**config.mk**
```make
export PLATFORM = sky130hd
export DESIGN_NAME = csps_ctrl
export DESIGN_NICKNAME = d
export VERILOG_FILES = /design/src/csps_pkg.sv /design/src/csps_ctrl.sv
export VERILOG_INCLUDE_DIRS = /design/src
export SDC_FILE = /design/constraint.sdc
export NUM_CORES = 1
export LEC_CHECK = 0
export ABC_AREA = 1
export BUFFER_PORTS_ARGS = -buffer_cell sky130_fd_sc_hd__buf_4
export CAP_MARGIN = 20
export CORE_UTILIZATION = 33
export CTS_CLUSTER_DIAMETER = 120
export DETAILED_ROUTE_END_ITERATION = 8
export MAX_ROUTING_LAYER = met4
export SLEW_MARGIN = 20
export SYNTH_ARGS = -nofsm -noshare
export SYNTH_HDL_FRONTEND = slang
export SYNTH_SLANG_ARGS = --single-unit
```
**constraint.sdc**
```tcl
create_clock -name ref_clk -period 1.7 [get_ports ref_clk]
set_input_delay 0.255 -clock ref_clk [delete_from_list [all_inputs] [get_ports ref_clk]]
set_output_delay 0.255 -clock ref_clk [all_outputs]
set_load 0.1 [all_outputs]
```
**src/csps_defines.svh**
```systemverilog
`ifndef CSPS_DEFINES_SVH
`define CSPS_DEFINES_SVH

// ----------------------------------------------------------------------
// Timing constants
// ----------------------------------------------------------------------
`define CSPS_CLK_MHZ          250
`define CSPS_MON_DELAY_US     500
`define CSPS_MON_DELAY_CYC    (`CSPS_MON_DELAY_US * `CSPS_CLK_MHZ)
`define CSPS_PLL_LOCK_US      20
`define CSPS_PLL_LOCK_CYC     (`CSPS_PLL_LOCK_US * `CSPS_CLK_MHZ)
`define CSPS_OST_PERIODS      1024
`define CSPS_OST_W            10

// ----------------------------------------------------------------------
// Oscillator select codes and field layout
// ----------------------------------------------------------------------
`define CSPS_NEXT_OSC_MSB     10
`define CSPS_NEXT_OSC_LSB     8
`define CSPS_SEL_FAST_RC      3'h0
`define CSPS_SEL_FAST_RC_PLL  3'h1
`define CSPS_SEL_XTAL         3'h2
`define CSPS_SEL_XTAL_PLL     3'h3
`define CSPS_SEL_EXT          3'h4
`define CSPS_SEL_EXT_PLL      3'h5
`define CSPS_SEL_LOW_POWER_RC 3'h6
`define CSPS_SEL_RST          3'h0

`endif

```
**src/csps_pkg.sv**
```systemverilog
package csps_pkg;
  typedef enum logic [2:0] {
    CSPS_ST_WAIT_CLK,
    CSPS_ST_RUN,
    CSPS_ST_ENTER,
    CSPS_ST_SLEEP,
    CSPS_ST_IDLE
  } csps_state_e;

  typedef logic [2:0] csps_osc_t;
endpackage

```
**src/csps_ctrl.sv**
```systemverilog
`timescale 1ns/1ps
`include "csps_defines.svh"

module csps_ctrl
  import csps_pkg::*;
#(
  parameter int MON_DELAY_CYC = `CSPS_MON_DELAY_CYC,
  parameter int PLL_LOCK_CYC  = `CSPS_PLL_LOCK_CYC
) (
  input  wire logic       ref_clk,
  input  wire logic       arst_n,
  input  wire logic [2:0] initial_osc_sel,
  input  wire logic       monitor_enable,
  input  wire logic       clock_cfg_locked,
  input  wire logic       osc_ctrl_wr,
  input  wire logic [15:0] osc_ctrl_wdata,
  input  wire logic       osc_clk_tick,
  input  wire logic       osc_clk_ok,
  input  wire logic       pll_locked,
  input  wire logic       psave_req,
  input  wire logic       psave_idle,
  input  wire logic       irq_enabled_pending,
  input  wire logic       wdt_enable,
  input  wire logic       wdt_timeout,
  output logic            cpu_run,
  output logic            cpu_clk_en,
  output logic            periph_clk_en,
  output logic            sysclk_osc_en,
  output logic            low_power_rc_en,
  output logic            wdt_clear,
  output logic            monitor_active,
  output logic            clock_fail_trap,
  output logic [2:0]      cur_osc_sel,
  output logic            in_sleep,
  output logic            in_idle,
  output logic            wake_pulse
);

  // --------------------------------------------------------------------
  // State
  // --------------------------------------------------------------------
  csps_state_e state_r;
  logic [`CSPS_OST_W-1:0] ost_cnt_r;
  logic                   ost_done_r;
  logic [31:0]            lock_cnt_r;
  logic                   clk_valid_r;
  logic [31:0]            mon_cnt_r;
  logic                   mon_armed_r;
  logic                   wake_hold_r;
  logic                   entry_idle_r;
  logic                   started_r;
  csps_osc_t              osc_r;

  logic is_xtal;
  logic is_pll;
  logic wake_evt;
  logic clk_fail;
  logic osc_wr_ok;

  // --------------------------------------------------------------------
  // Decode
  // --------------------------------------------------------------------
  always_comb begin
    is_xtal  = (osc_r == `CSPS_SEL_XTAL) || (osc_r == `CSPS_SEL_XTAL_PLL);
    is_pll   = (osc_r == `CSPS_SEL_FAST_RC_PLL) || (osc_r == `CSPS_SEL_XTAL_PLL)
               || (osc_r == `CSPS_SEL_EXT_PLL);
    wake_evt = irq_enabled_pending || wdt_timeout;
    // Sleep stops the source, so a missing clock there is no failure
    clk_fail  = mon_armed_r && !osc_clk_ok && (state_r != CSPS_ST_SLEEP);
    // Run-time switch only while unlocked and executing
    osc_wr_ok = osc_ctrl_wr && !clock_cfg_locked && (state_r == CSPS_ST_RUN);
  end

  // --------------------------------------------------------------------
  // Oscillator selection
  // --------------------------------------------------------------------
  // Strap is taken on the first clock after reset release, never in reset
  always_ff @(posedge ref_clk or negedge arst_n) begin
    if (!arst_n) begin
      started_r <= 1'b0;
    end else begin
      started_r <= 1'b1;
    end
  end

  // Fallback outranks a write landing in the same cycle
  always_ff @(posedge ref_clk or negedge arst_n) begin
    if (!arst_n) begin
      osc_r <= `CSPS_SEL_RST;
    end else if (!started_r) begin
      osc_r <= initial_osc_sel;
    end else if (clk_fail && osc_r != `CSPS_SEL_FAST_RC) begin
      osc_r <= `CSPS_SEL_FAST_RC;
    end else if (osc_wr_ok) begin
      osc_r <= osc_ctrl_wdata[`CSPS_NEXT_OSC_MSB:`CSPS_NEXT_OSC_LSB];
    end
  end
  // Sleep never touches osc_r, so wake resumes on it

  // --------------------------------------------------------------------
  // Clock release: start-up timer and PLL lock
  // --------------------------------------------------------------------
  logic sel_change;
  assign sel_change = !started_r || osc_wr_ok;

  always_ff @(posedge ref_clk or negedge arst_n) begin
    if (!arst_n) begin
      ost_cnt_r  <= '0;
      ost_done_r <= 1'b0;
    end else if (sel_change || state_r == CSPS_ST_SLEEP) begin
      ost_cnt_r  <= '0;
      ost_done_r <= 1'b0;
    end else if (!is_xtal) begin
      ost_done_r <= 1'b1;
    end else if (!ost_done_r && osc_clk_tick) begin
      ost_cnt_r <= ost_cnt_r + 1'b1;
      if (ost_cnt_r == `CSPS_OST_W'(`CSPS_OST_PERIODS - 1)) begin
        ost_done_r <= 1'b1;
      end
    end
  end

  always_ff @(posedge ref_clk or negedge arst_n) begin
    if (!arst_n) begin
      lock_cnt_r  <= '0;
      clk_valid_r <= 1'b0;
    end else if (sel_change || state_r == CSPS_ST_SLEEP) begin
      lock_cnt_r  <= '0;
      clk_valid_r <= 1'b0;
    end else if (ost_done_r && !clk_valid_r) begin
      if (!is_pll) begin
        clk_valid_r <= 1'b1;
      end else if (pll_locked) begin
        lock_cnt_r <= lock_cnt_r + 32'h1;
        if (lock_cnt_r >= 32'(PLL_LOCK_CYC - 1)) begin
          clk_valid_r <= 1'b1;
        end
      end
    end
  end

  // --------------------------------------------------------------------
  // Clock fail monitor
  // --------------------------------------------------------------------
  // Delay applies only to crystal/PLL sources; others arm at release
  always_ff @(posedge ref_clk or negedge arst_n) begin
    if (!arst_n) begin
      mon_cnt_r   <= '0;
      mon_armed_r <= 1'b0;
    end else if (!monitor_enable || !started_r || state_r == CSPS_ST_SLEEP) begin
      mon_cnt_r   <= '0;
      mon_armed_r <= 1'b0;
    end else if (!mon_armed_r) begin
      if (!(is_xtal || is_pll)) begin
        mon_armed_r <= 1'b1;
      end else begin
        mon_cnt_r <= mon_cnt_r + 32'h1;
        if (mon_cnt_r >= 32'(MON_DELAY_CYC - 1)) begin
          mon_armed_r <= 1'b1;
        end
      end
    end
  end

  // Sticky until reset; cleared only by a full device reset
  always_ff @(posedge ref_clk or negedge arst_n) begin
    if (!arst_n) begin
      clock_fail_trap <= 1'b0;
    end else if (clk_fail) begin
      clock_fail_trap <= 1'b1;
    end
  end

  // --------------------------------------------------------------------
  // Power-save request capture
  // --------------------------------------------------------------------
  // Operand only counts when the request is taken in RUN
  always_ff @(posedge ref_clk or negedge arst_n) begin
    if (!arst_n) begin
      entry_idle_r <= 1'b0;
    end else if (state_r == CSPS_ST_RUN && psave_req) begin
      entry_idle_r <= psave_idle;
    end
  end

  // A wake meeting the request would else be gone by ENTER
  always_ff @(posedge ref_clk or negedge arst_n) begin
    if (!arst_n) begin
      wake_hold_r <= 1'b0;
    end else begin
      wake_hold_r <= (state_r == CSPS_ST_RUN) && psave_req && wake_evt;
    end
  end

  // --------------------------------------------------------------------
  // Power-save sequencing
  // --------------------------------------------------------------------
  always_ff @(posedge ref_clk or negedge arst_n) begin
    if (!arst_n) begin
      state_r <= CSPS_ST_WAIT_CLK;
    end else begin
      unique case (state_r)
        CSPS_ST_WAIT_CLK: begin
          if (clk_valid_r && started_r) begin
            state_r <= CSPS_ST_RUN;
          end
        end
        CSPS_ST_RUN: begin
          if (psave_req) begin
            state_r <= CSPS_ST_ENTER;
          end
        end
        CSPS_ST_ENTER: begin
          // Wake seen during the request cycle is held, not dropped
          if (wake_evt || wake_hold_r) begin
            state_r <= CSPS_ST_RUN;
          end else if (entry_idle_r) begin
            state_r <= CSPS_ST_IDLE;
          end else begin
            state_r <= CSPS_ST_SLEEP;
          end
        end
        CSPS_ST_IDLE: begin
          if (wake_evt) begin
            state_r <= CSPS_ST_RUN;
          end
        end
        CSPS_ST_SLEEP: begin
          // Source restarts, so clock release is re-qualified
          if (wake_evt) begin
            state_r <= CSPS_ST_WAIT_CLK;
          end
        end
        default: state_r <= CSPS_ST_WAIT_CLK;
      endcase
    end
  end

  // --------------------------------------------------------------------
  // Outputs
  // --------------------------------------------------------------------
  // Clear stands in ENTER, one cycle ahead of the Sleep state
  always_ff @(posedge ref_clk or negedge arst_n) begin
    if (!arst_n) begin
      wdt_clear <= 1'b0;
    end else begin
      wdt_clear <= (state_r == CSPS_ST_RUN) && psave_req && !psave_idle
                   && wdt_enable;
    end
  end

  // A wake held over from the request cycle reports as well
  always_ff @(posedge ref_clk or negedge arst_n) begin
    if (!arst_n) begin
      wake_pulse <= 1'b0;
    end else begin
      wake_pulse <= (wake_evt && (state_r == CSPS_ST_ENTER ||
                    state_r == CSPS_ST_IDLE || state_r == CSPS_ST_SLEEP))
                    || (state_r == CSPS_ST_ENTER && wake_hold_r);
    end
  end

  always_comb begin
    cpu_run         = (state_r == CSPS_ST_RUN);
    cpu_clk_en      = (state_r == CSPS_ST_RUN) || (state_r == CSPS_ST_ENTER);
    periph_clk_en   = (state_r != CSPS_ST_SLEEP) && (state_r != CSPS_ST_WAIT_CLK);
    sysclk_osc_en   = (state_r != CSPS_ST_SLEEP);
    low_power_rc_en = (state_r != CSPS_ST_SLEEP) || wdt_enable;
    // Armed flag lags Sleep entry by one edge, so gate it here
    monitor_active  = mon_armed_r && (state_r != CSPS_ST_SLEEP);
  end

  // --------------------------------------------------------------------
  // Status flags
  // --------------------------------------------------------------------
  always_comb begin
    cur_osc_sel = osc_r;
    in_sleep    = (state_r == CSPS_ST_SLEEP);
    in_idle     = (state_r == CSPS_ST_IDLE);
  end

endmodule // csps_ctrl

```
======== After elaboration in Yosys (flattened, before gate mapping) ========
Index checks and enable logic that the tools add are counted.
cells by class
  order comparisons ....................... 2
  add/subtract/negate cells ............... 3
  reduce and logical (&&, ||, !) cells .... 53
  equality and inequality tests ........... 20
  multiplexer cells ....................... 33
operators with widths
  operator                                               number
  two-way mux 32 bit                                     7
  adder 32 x 1 -> 32 bit, second input constant          2
  >= comparator 32 x 13 -> 1 bit, second input constant  1
  >= comparator 32 x 17 -> 1 bit, second input constant  1
  two-way mux 10 bit                                     3
  two-way mux 3 bit                                      9
  logical AND 1 bit                                      16
  logical OR 1 bit                                       15
  one-hot mux 3 bit (5 select lines)                     1
  two-way mux 1 bit                                      13
  equality test 3 x 2 -> 1 bit, second input constant    4
  inequality test 3 x 1 -> 1 bit, second input constant  4
  nonzero test 2 bit                                     6
  adder 10 x 1 -> 10 bit, second input constant          1
  equality test 10 bit, second input constant            1
  logical NOT 1 bit                                      7
  equality test 3 x 1 -> 1 bit, second input constant    2
  equality test 3 bit, second input constant             2
  inequality test 2 x 1 -> 1 bit, second input constant  3
  inequality test 3 x 2 -> 1 bit, second input constant  2
  AND reduction 2 bit                                    3
  AND reduction 3 bit                                    2
  nonzero test 3 bit                                     2
  inequality test 2 bit, second input constant           2
  other kinds (2)                                        2
storage, ports and cells
  flip-flop bits (word level) ............. 89
  input port bits ......................... 32
  output and inout port bits .............. 14
  word-level logic and storage cells ...... 125

======== Longest topological paths before layout ========
Gate-level depths: netlist of the first run.
  depth in word-level cells ............... 7
  gate-level depth with buffers ........... 10
  depth with buffers taken out ............ 9

======== Least setup slack after synthesis of the first run ========
Ideal clock, no wire load.
  path kind ............................... register to output
  start point ............................. reg state_r[0]
  end point ............................... out monitor_active
  path buffers ............................ 0
  slack ................................... -0.577 ns
  required time ........................... 1.445 ns
  cell stages (with the launch flop) ...... 4
  arrival ................................. 2.022 ns
  path through ............................ dfrtp_1 > nand2_1 > nor2_8 > nor2_1
between the ends
  cells in the longest elaborated chain, start to end .. 2
ends and longest elaborated chain
  item                            line              RTL
  start: declaration              csps_ctrl.sv:42   csps_state_e state_r;
  start signal: assignment        csps_ctrl.sv:200  state_r <= CSPS_ST_WAIT_CLK;
  start signal: assignment        csps_ctrl.sv:205  state_r <= CSPS_ST_RUN;
  start signal: assignment        csps_ctrl.sv:210  state_r <= CSPS_ST_ENTER;
  inequality test 3 x 2 -> 1 bit  csps_ctrl.sv:270  monitor_active = mon_armed_r && (state_r != CSPS_ST_SLEEP);
  logical AND 1 bit               csps_ctrl.sv:270
  end: declaration                csps_ctrl.sv:31   output logic monitor_active,
No other way between the ends.

======== Final worst setup path of the first run ========
  start point ............................. reg state_r[0]
  end point ............................... out cpu_clk_en
between the ends
  cells in the longest elaborated chain, start to end .. 2
  elaborated cells between the ends (all ways) .. 3
  those cells by class .................... eq/ne (2); reduce/logical (1)
ends and longest elaborated chain
  item                                                                          line              RTL
  equality test 3 x 1 -> 1 bit or equality test 3 x 2 -> 1 bit (tied branches)  csps_ctrl.sv:265  cpu_clk_en = (state_r == CSPS_ST_RUN) || (state_r == CSPS_ST_ENTER);
  logical OR 1 bit (*)                                                          csps_ctrl.sv:265
  end: declaration                                                              csps_ctrl.sv:26   output logic cpu_clk_en,
Mark *: on every way between the ends. The rest lies on a longest branch, timed or not.

==> results of run 1 <==
==> cell usage in the layout, fill, tap and decap left out, types with 7 or more instances in the layout <==
cell       instances
a21oi_1           29
nor2_1           162
buf_12            10
clkbuf_16          9
buf_6              7
o21ai_0           13
buf_4             61
o21ai_1            8
dfrtp_1           84
inv_1            100
nand2_1          308
nand3_1           58
nor3_1             9
nand4_1           31
==> flip-flops by register name, summed over array words and instances, names as in the netlist <==
register / count
wake_pulse: 1
cur_osc_sel: 3
mon_armed_r: 1
wake_hold_r: 1
started_r: 1
state_r: 3
ost_cnt_r: 10
clock_fail_trap: 1
lock_cnt_r: 32
clk_valid_r: 1
mon_cnt_r: 32
ost_done_r: 1
entry_idle_r: 1
wdt_clear: 1
==> cell usage after synthesis, types with 2 or more instances <==
| master | instances |
|---|---|
| nand3b_1 | 2 |
| nor2_4 | 3 |
| inv_1 | 103 |
| a31oi_1 | 6 |
| nor2_1 | 168 |
| buf_6 | 5 |
| nor3_1 | 12 |
| xor2_1 | 2 |
| nand2_4 | 3 |
| nand4_1 | 31 |
| nor2_8 | 2 |
| buf_2 | 5 |
| ha_1 | 3 |
| or2_2 | 6 |
| a21oi_1 | 30 |
| inv_2 | 4 |
| o21ai_0 | 16 |
| nand2_1 | 313 |
| o21ai_1 | 6 |
| nand3_1 | 59 |
| dfrtp_1 | 89 |
| buf_4 | 4 |
==> kinds of logic after synthesis <==
kind of cell / after synthesis
AND/OR/NAND/NOR: 603
flip-flops: 89
XOR/XNOR: 3
AO/OA/AOI/OAI: 62
buffers and inverters: 122
adder cells (fa/ha/maj): 3
other: 1
==> final cells by class <==
cell class                      instances  share of cell area
Tap cell                              220              0.0394
Sequential cell                        89               0.320
Clock inverter                          7              0.0118
Multi-Input combinational cell        672               0.431
Inverter                              108              0.0593
Clock buffer                            9              0.0322
Timing Repair Buffer                   79               0.107
==> worst max path at each step <==
| stage | from | endpoint | cells past startpoint |
|---|---|---|---|
| 3_3_place_gp | cur_osc_sel[1]$_DFFE_PN0P_ | mon_cnt_r[11]$_DFFE_PN0P_ | 9 |
| 4_1_cts | state_r[0]$_DFFE_PN0P_ | cpu_clk_en | 5 |
| 3_5_place_dp | cur_osc_sel[1]$_DFFE_PN0P_ | mon_cnt_r[11]$_DFFE_PN0P_ | 9 |
| 5_1_grt | cur_osc_sel[1]$_DFFE_PN0P_ | mon_cnt_r[22]$_DFFE_PN0P_ | 10 |
| 2_1_floorplan | state_r[0]$_DFFE_PN0P_ | state_r[1]$_DFFE_PN0P_ | 7 |
| 6_report | state_r[0]$_DFFE_PN0P_ | cpu_clk_en | 5 |
==> stage by stage <==
stage	util	TNS, ns	power (mW)
6_report	0.418	0	6.76
5_1_grt	0.418	-0.119	7.08
4_1_cts	0.410	-0.0241	6.64
3_5_place_dp	0.386	0	4.38
3_3_place_gp	0.386	0	4.37
2_1_floorplan	-	-1.62	3.82
==> critical path, stage by stage, from the launching register on <==
cell     delay [ns]
dfrtp_1        0.40
buf_6          0.13
nor3_2         0.19
inv_1          0.09
nand2_2        0.08
buf_12         0.17
==> layer usage <==
metal  global-route usage  part of all wire  up-vias
met5                    -                 0        -
met4               0.0442            0.0099        0
met3               0.0369             0.028       11
met2                0.291              0.47       67
met1                0.229              0.49     2559
li1                     -                 -     2928
==> what timing repair did <==
item,in CTS,in global routing
pin swaps,0,5
endpoints found under the hold margin,15,0
resized for setup,17,22
endpoints found under the setup margin,8,48
buffers inserted,1,10
hold buffers,1,0
gates cloned,0,0
==> power by group through the flow <==
stage / combinational (mW) / sequential, mW / clock [mW]
2_1_floorplan: 1.25 / 2.58 / 0
3_3_place_gp: 2.01 / 2.36 / 0
3_5_place_dp: 2.01 / 2.37 / 0
4_1_cts: 2.14 / 2.33 / 2.18
5_1_grt: 2.47 / 2.34 / 2.27
6_report: 2.31 / 2.33 / 2.12
==> results.toml, run 1 <==
[synthesis]
synth_top_area_cell = "dfrtp_1"
synthXorXnorAreaFrac = 0.00462
synth_warnings = 0
ys_ff_latch = 89
syn_area_mm2 = 0.00569
synth.area.top_cells = "dfrtp_1 39%, nand2_1 21%, nor2_1 11%"
synthMuxAreaShare = 0
synthSimpleGateAreaFrac = 0.449
async_flop_share = 1.00
synthAdderAreaFrac = 0.00659
synth_compound_area_frac = 0.0574
synth_edf_count = 0
yosysUniqueCellTypes = 33
synth_top_family_by_area = "simple AND/OR/NAND/NOR gates"
avgSynthCellArea_um2 = 6.45
ys.flop_type = "dfrtp_1"
netlist_instances = 883
synth_top_area_share = 0.391
ys_seq_area_frac = 0.391
synth_nets = 918

[sta]
fmax_mhz = 598
rsz0062_at_grt = "true"
finalSetupViolCount = 0
timing_hold_violations_final = 0
report.final.slew_viol_count = 0
holdWs_ns = 0.0623
skew_ns = 0.0109
setup_slack_ns = 0.0289
min_period_ns = 1.67
period_share = 0.983

[routing]
drt_iter0_drc = 319
wirelength_mm = 14.5
ant_nets = 0
post_drt_via_cell_ratio = 4.70
route.detailed.drc = 0
drt_first_pass_iters = 5
wire_per_inst_um = 12.2
vias = 5565

[final_layout]
stdcell_area_mm2 = 0.00699
seq_area_mm2 = 0.00224
multi_input_area_mm2 = 0.00301
diodes = 0
drive_gt1_frac = 0.146
area_growth_pct = 22.8
stdcell_count = 1184
nFillCells = 1759
nets = 994

[worst_setup_path]
r2r_slack_ns = 0.12
cp-start-kind = "register"
crit_path_end_kind = "output port"
crit_fanout = 4
critPathRequiredTime_ns = 1.44
worstPathArrival_ns = 1.42
r2r_cells = 9
r2r-start = "cur_osc_sel[1]$_DFFE_PN0P_"
criticalPathCategory = "register to output port"
timing.rr.end = "mon_cnt_r[22]$_DFFE_PN0P_"

[clocking]
clk_pin_slew_ns = 0.07
cts_buffers = 9
clock_sinks = 89
clock_latency_ns = 0.35
htreeDepth = 3
cts-root-buf = "clkbuf_16"
clockBufferDepth = 2
tritoncts = "yes"

[floorplanning]
die_area_mm2 = 0.0178
io_pins = 46
core_area_mm2 = 0.0167
fp.dieH_um = 133
rows = 47
initial_core_util = 0.341
fp.dieW_um = 133

[power]
power_switching_mw = 2.59
clkPwrFrac = 0.314
power_frac_comb = 0.342
intPower_mw = 4.17
vdd_drop_max_uv = 653
seq_power_share = 0.344
power_density_mw_per_mm2 = 968
switching_share = 0.383
leakage_nw = 3.27

[grt]
track_usage = 0.179
grt_pass1_wl_mm = 25.1
grt-ovfl-total = 0
antenna_found_initial = 0
grt_max_degree = 37
grt_pass1_vias = 5326

[hold_path]
min_to = "wdt_clear$_DFF_PN0_"
hold_path_depth = 2
hp-class = "input port to register"
min_from = "psave_idle"

[place]
portBuffers = 32
hpwl_mm = 10.9
place_ws_ns = 0.0572
gp_congestion = 0.906
dp.cells = 1156
placed_area_mm2 = 0.00645

[run_status]
outcome = "complete, no violations"

[run]
maxCapViolCount = 0
Note: power is estimated with default switching activity, not from simulation.
==> run 2: changes to the inputs <==
==> constraint.sdc (replaced) <==
create_clock -name ref_clk -period 1.7 [get_ports ref_clk]
set_input_delay 0.425 -clock ref_clk [delete_from_list [all_inputs] [get_ports ref_clk]]
set_output_delay 0.425 -clock ref_clk [all_outputs]
set_load 0.1 [all_outputs]
==> run 2 against run 1 <==
  * The flow now finishes with violations (setup timing)
  * Largest power group is now combinational cells
  * Combinational power rose by 20%
  * Non-clock buffer count increased by 25
  * Clock power down 9%
  * Worst setup slack lost 0.19 ns
  * Global-route usage grew 0.50 points
  * Register-to-register slack worse by 0.17 ns
  * Worst hold slack better by 0.18 ns
==> results.toml, run 2 (synthesized netlist as in run 1, its figures left out) <==
[grt]
grt_pass1_wl_mm = 25.6
grt_pass1_vias = 5356
grt-ovfl-total = 0
grt_max_degree = 41
track_usage = 0.184
antenna_found_initial = 0

[routing]
vias = 5830
route.detailed.drc = 0
drt_iter0_drc = 449
wirelength_mm = 16.2
post_drt_via_cell_ratio = 4.81
ant_nets = 0
drt_first_pass_iters = 7
wire_per_inst_um = 13.3

[place]
placed_area_mm2 = 0.00648
dp.cells = 1160
gp_congestion = 0.901
hpwl_mm = 10.9
portBuffers = 32

[run_status]
outcome = "complete, but fails checks"
violations = "setup timing"

[floorplanning]
core_area_mm2 = 0.0167
io_pins = 46
rows = 47
fp.dieW_um = 133
die_area_mm2 = 0.0178
initial_core_util = 0.341
fp.dieH_um = 133

[worst_setup_path]
cp-startpoint = "state_r[1]$_DFFE_PN0P_"
path_cells = "buf_6 > nand2_4 > nor2_8 > buf_6 > nor2_4 > buf_12"
crit_top_cell = "buf_6"
timing.rr.end = "lock_cnt_r[16]$_DFFE_PN0P_"
max_stage_delay_ns = 0.38
critPathSlowestCell = "dfrtp_1"
worstPathArrival_ns = 1.44
r2r_cells = 11
crit_fanout = 7
criticalPathCategory = "register to output port"
cp-start-kind = "register"
r2r_slack_ns = -0.05
crit_path_end_kind = "output port"
critPathRequiredTime_ns = 1.27
r2r-start = "state_r[1]$_DFFE_PN0P_"
critPathCapture = "monitor_active"

[clocking]
cts_buffers = 9
clock_sinks = 89
clock_latency_ns = 0.35
clockBufferDepth = 2
cts-root-buf = "clkbuf_16"
tritoncts = "yes"
clk_pin_slew_ns = 0.07
htreeDepth = 3

[sta]
finalSetupViolCount = 11
timing_hold_violations_final = 0
skew_ns = 0.00782
fin_setup_tns_ns = -0.960
worst_slew_pin_slew_ns = 0.500
min_period_ns = 1.87
slew_headroom = 0.664
period_share = 1.10
setup_slack_ns = -0.165
rsz0062_at_grt = "true"
fmax_mhz = 536
report.final.slew_viol_count = 0

[power]
seq_power_share = 0.334
intPower_mw = 4.30
power_frac_comb = 0.393
power_switching_mw = 2.77
clkPwrFrac = 0.273
leakage_nw = 3.46
switching_share = 0.392
vdd_drop_max_uv = 562
power_density_mw_per_mm2 = 945
totalPowerFinal_mw = 7.08

[final_layout]
stdcell_area_mm2 = 0.00749
stdcell_count = 1212
drive_gt1_frac = 0.195
reg_top3 = "lock_cnt_r x32, mon_cnt_r x32, ost_cnt_r x10"
area_growth_pct = 31.5
nets = 1022
layout_commonest_cell = "nand2_1"
final_cell_mix = "303 x nand2_1, 159 x nor2_1, 99 x inv_1"
diodes = 0

[hold_path]
min_from = "psave_idle"
hp-class = "input port to register"

[run]
maxCapViolCount = 0
==> run 2: cell types whose count changed in the layout (fill, tap and decap cells not counted), sizes merged <==
cell,previous run,this run
buf,78,99
bufinv,1,0
clkbuf,9,14
clkinv,2,4
clkinvlp,1,2
inv,111,108
nand2,317,318
nand3,61,63
==> run 2: per-layer routing <==
| layer | share of wire | vias to the layer above | global-route usage |
|---|---|---|---|
| met5 | 0 | - | - |
| met3 | 0.047 | 32 | 0.0400 |
| li1 | - | 2992 | - |
| met1 | 0.45 | 2654 | 0.230 |
| met4 | 0.024 | 0 | 0.0650 |
| met2 | 0.48 | 152 | 0.294 |
==> run 2: final cells by class <==
class,count,area (um2)
fill,1693,9210
clock inverter,6,40.0
tap,220,275
timing repair buffer,104,1060
clock buffer,10,239
multi-input combinational,675,3220
sequential,89,2240
inverter,108,417
==> run 2: stage by stage <==
step / worst slack (ns) / utilization / hold slack, ns
floorplan: -0.424 / - / 0.129
global placement: 0.0545 / 0.388 / 0.337
detailed placement: 0.0321 / 0.388 / 0.340
CTS: -0.134 / 0.416 / 0.225
global route: -0.217 / 0.448 / 0.226
finish: -0.165 / 0.448 / 0.239
==> run 2: critical path, delay by kind of cell (launching register included) <==
kind / cells / cell delay, ns
simple gates: 3 / 0.28
buf+inv: 3 / 0.42
flops: 1 / 0.38
==> run 2: repair_timing <==
action / CTS / global route
setup endpoints to repair: 8 / 48
gates cloned: 0 / 9
pin swaps: 4 / 26
hold buffers: 1 / 0
setup buffers: 8 / 18
hold endpoints to repair: 19 / 0
resized for setup: 31 / 65
==> run 2: worst min-delay path by stage <==
stage                                            to  cells past startpoint  slack (ns)
after detailed placement  mon_cnt_r[28]$_DFFE_PN0P_                      1        0.34
after CTS                       wdt_clear$_DFF_PN0_                      2        0.23
after global placement    mon_cnt_r[25]$_DFFE_PN0P_                      1        0.34
after global routing            wdt_clear$_DFF_PN0_                      2        0.23
after floorplan             clk_valid_r$_DFFE_PN0P_                      0        0.13
final                           wdt_clear$_DFF_PN0_                      2        0.24
==> run 2: power by group through the flow <==
| stage | registers [mW] | clock network, mW | logic (mW) |
|---|---|---|---|
| 3_5_place_dp | 2.38 | 0 | 2.01 |
| 2_1_floorplan | 2.58 | 0 | 1.26 |
| 5_1_grt | 2.38 | 2.07 | 2.93 |
| 6_report | 2.37 | 1.93 | 2.78 |
| 4_1_cts | 2.35 | 1.99 | 2.29 |
| 3_3_place_gp | 2.37 | 0 | 2.00 |
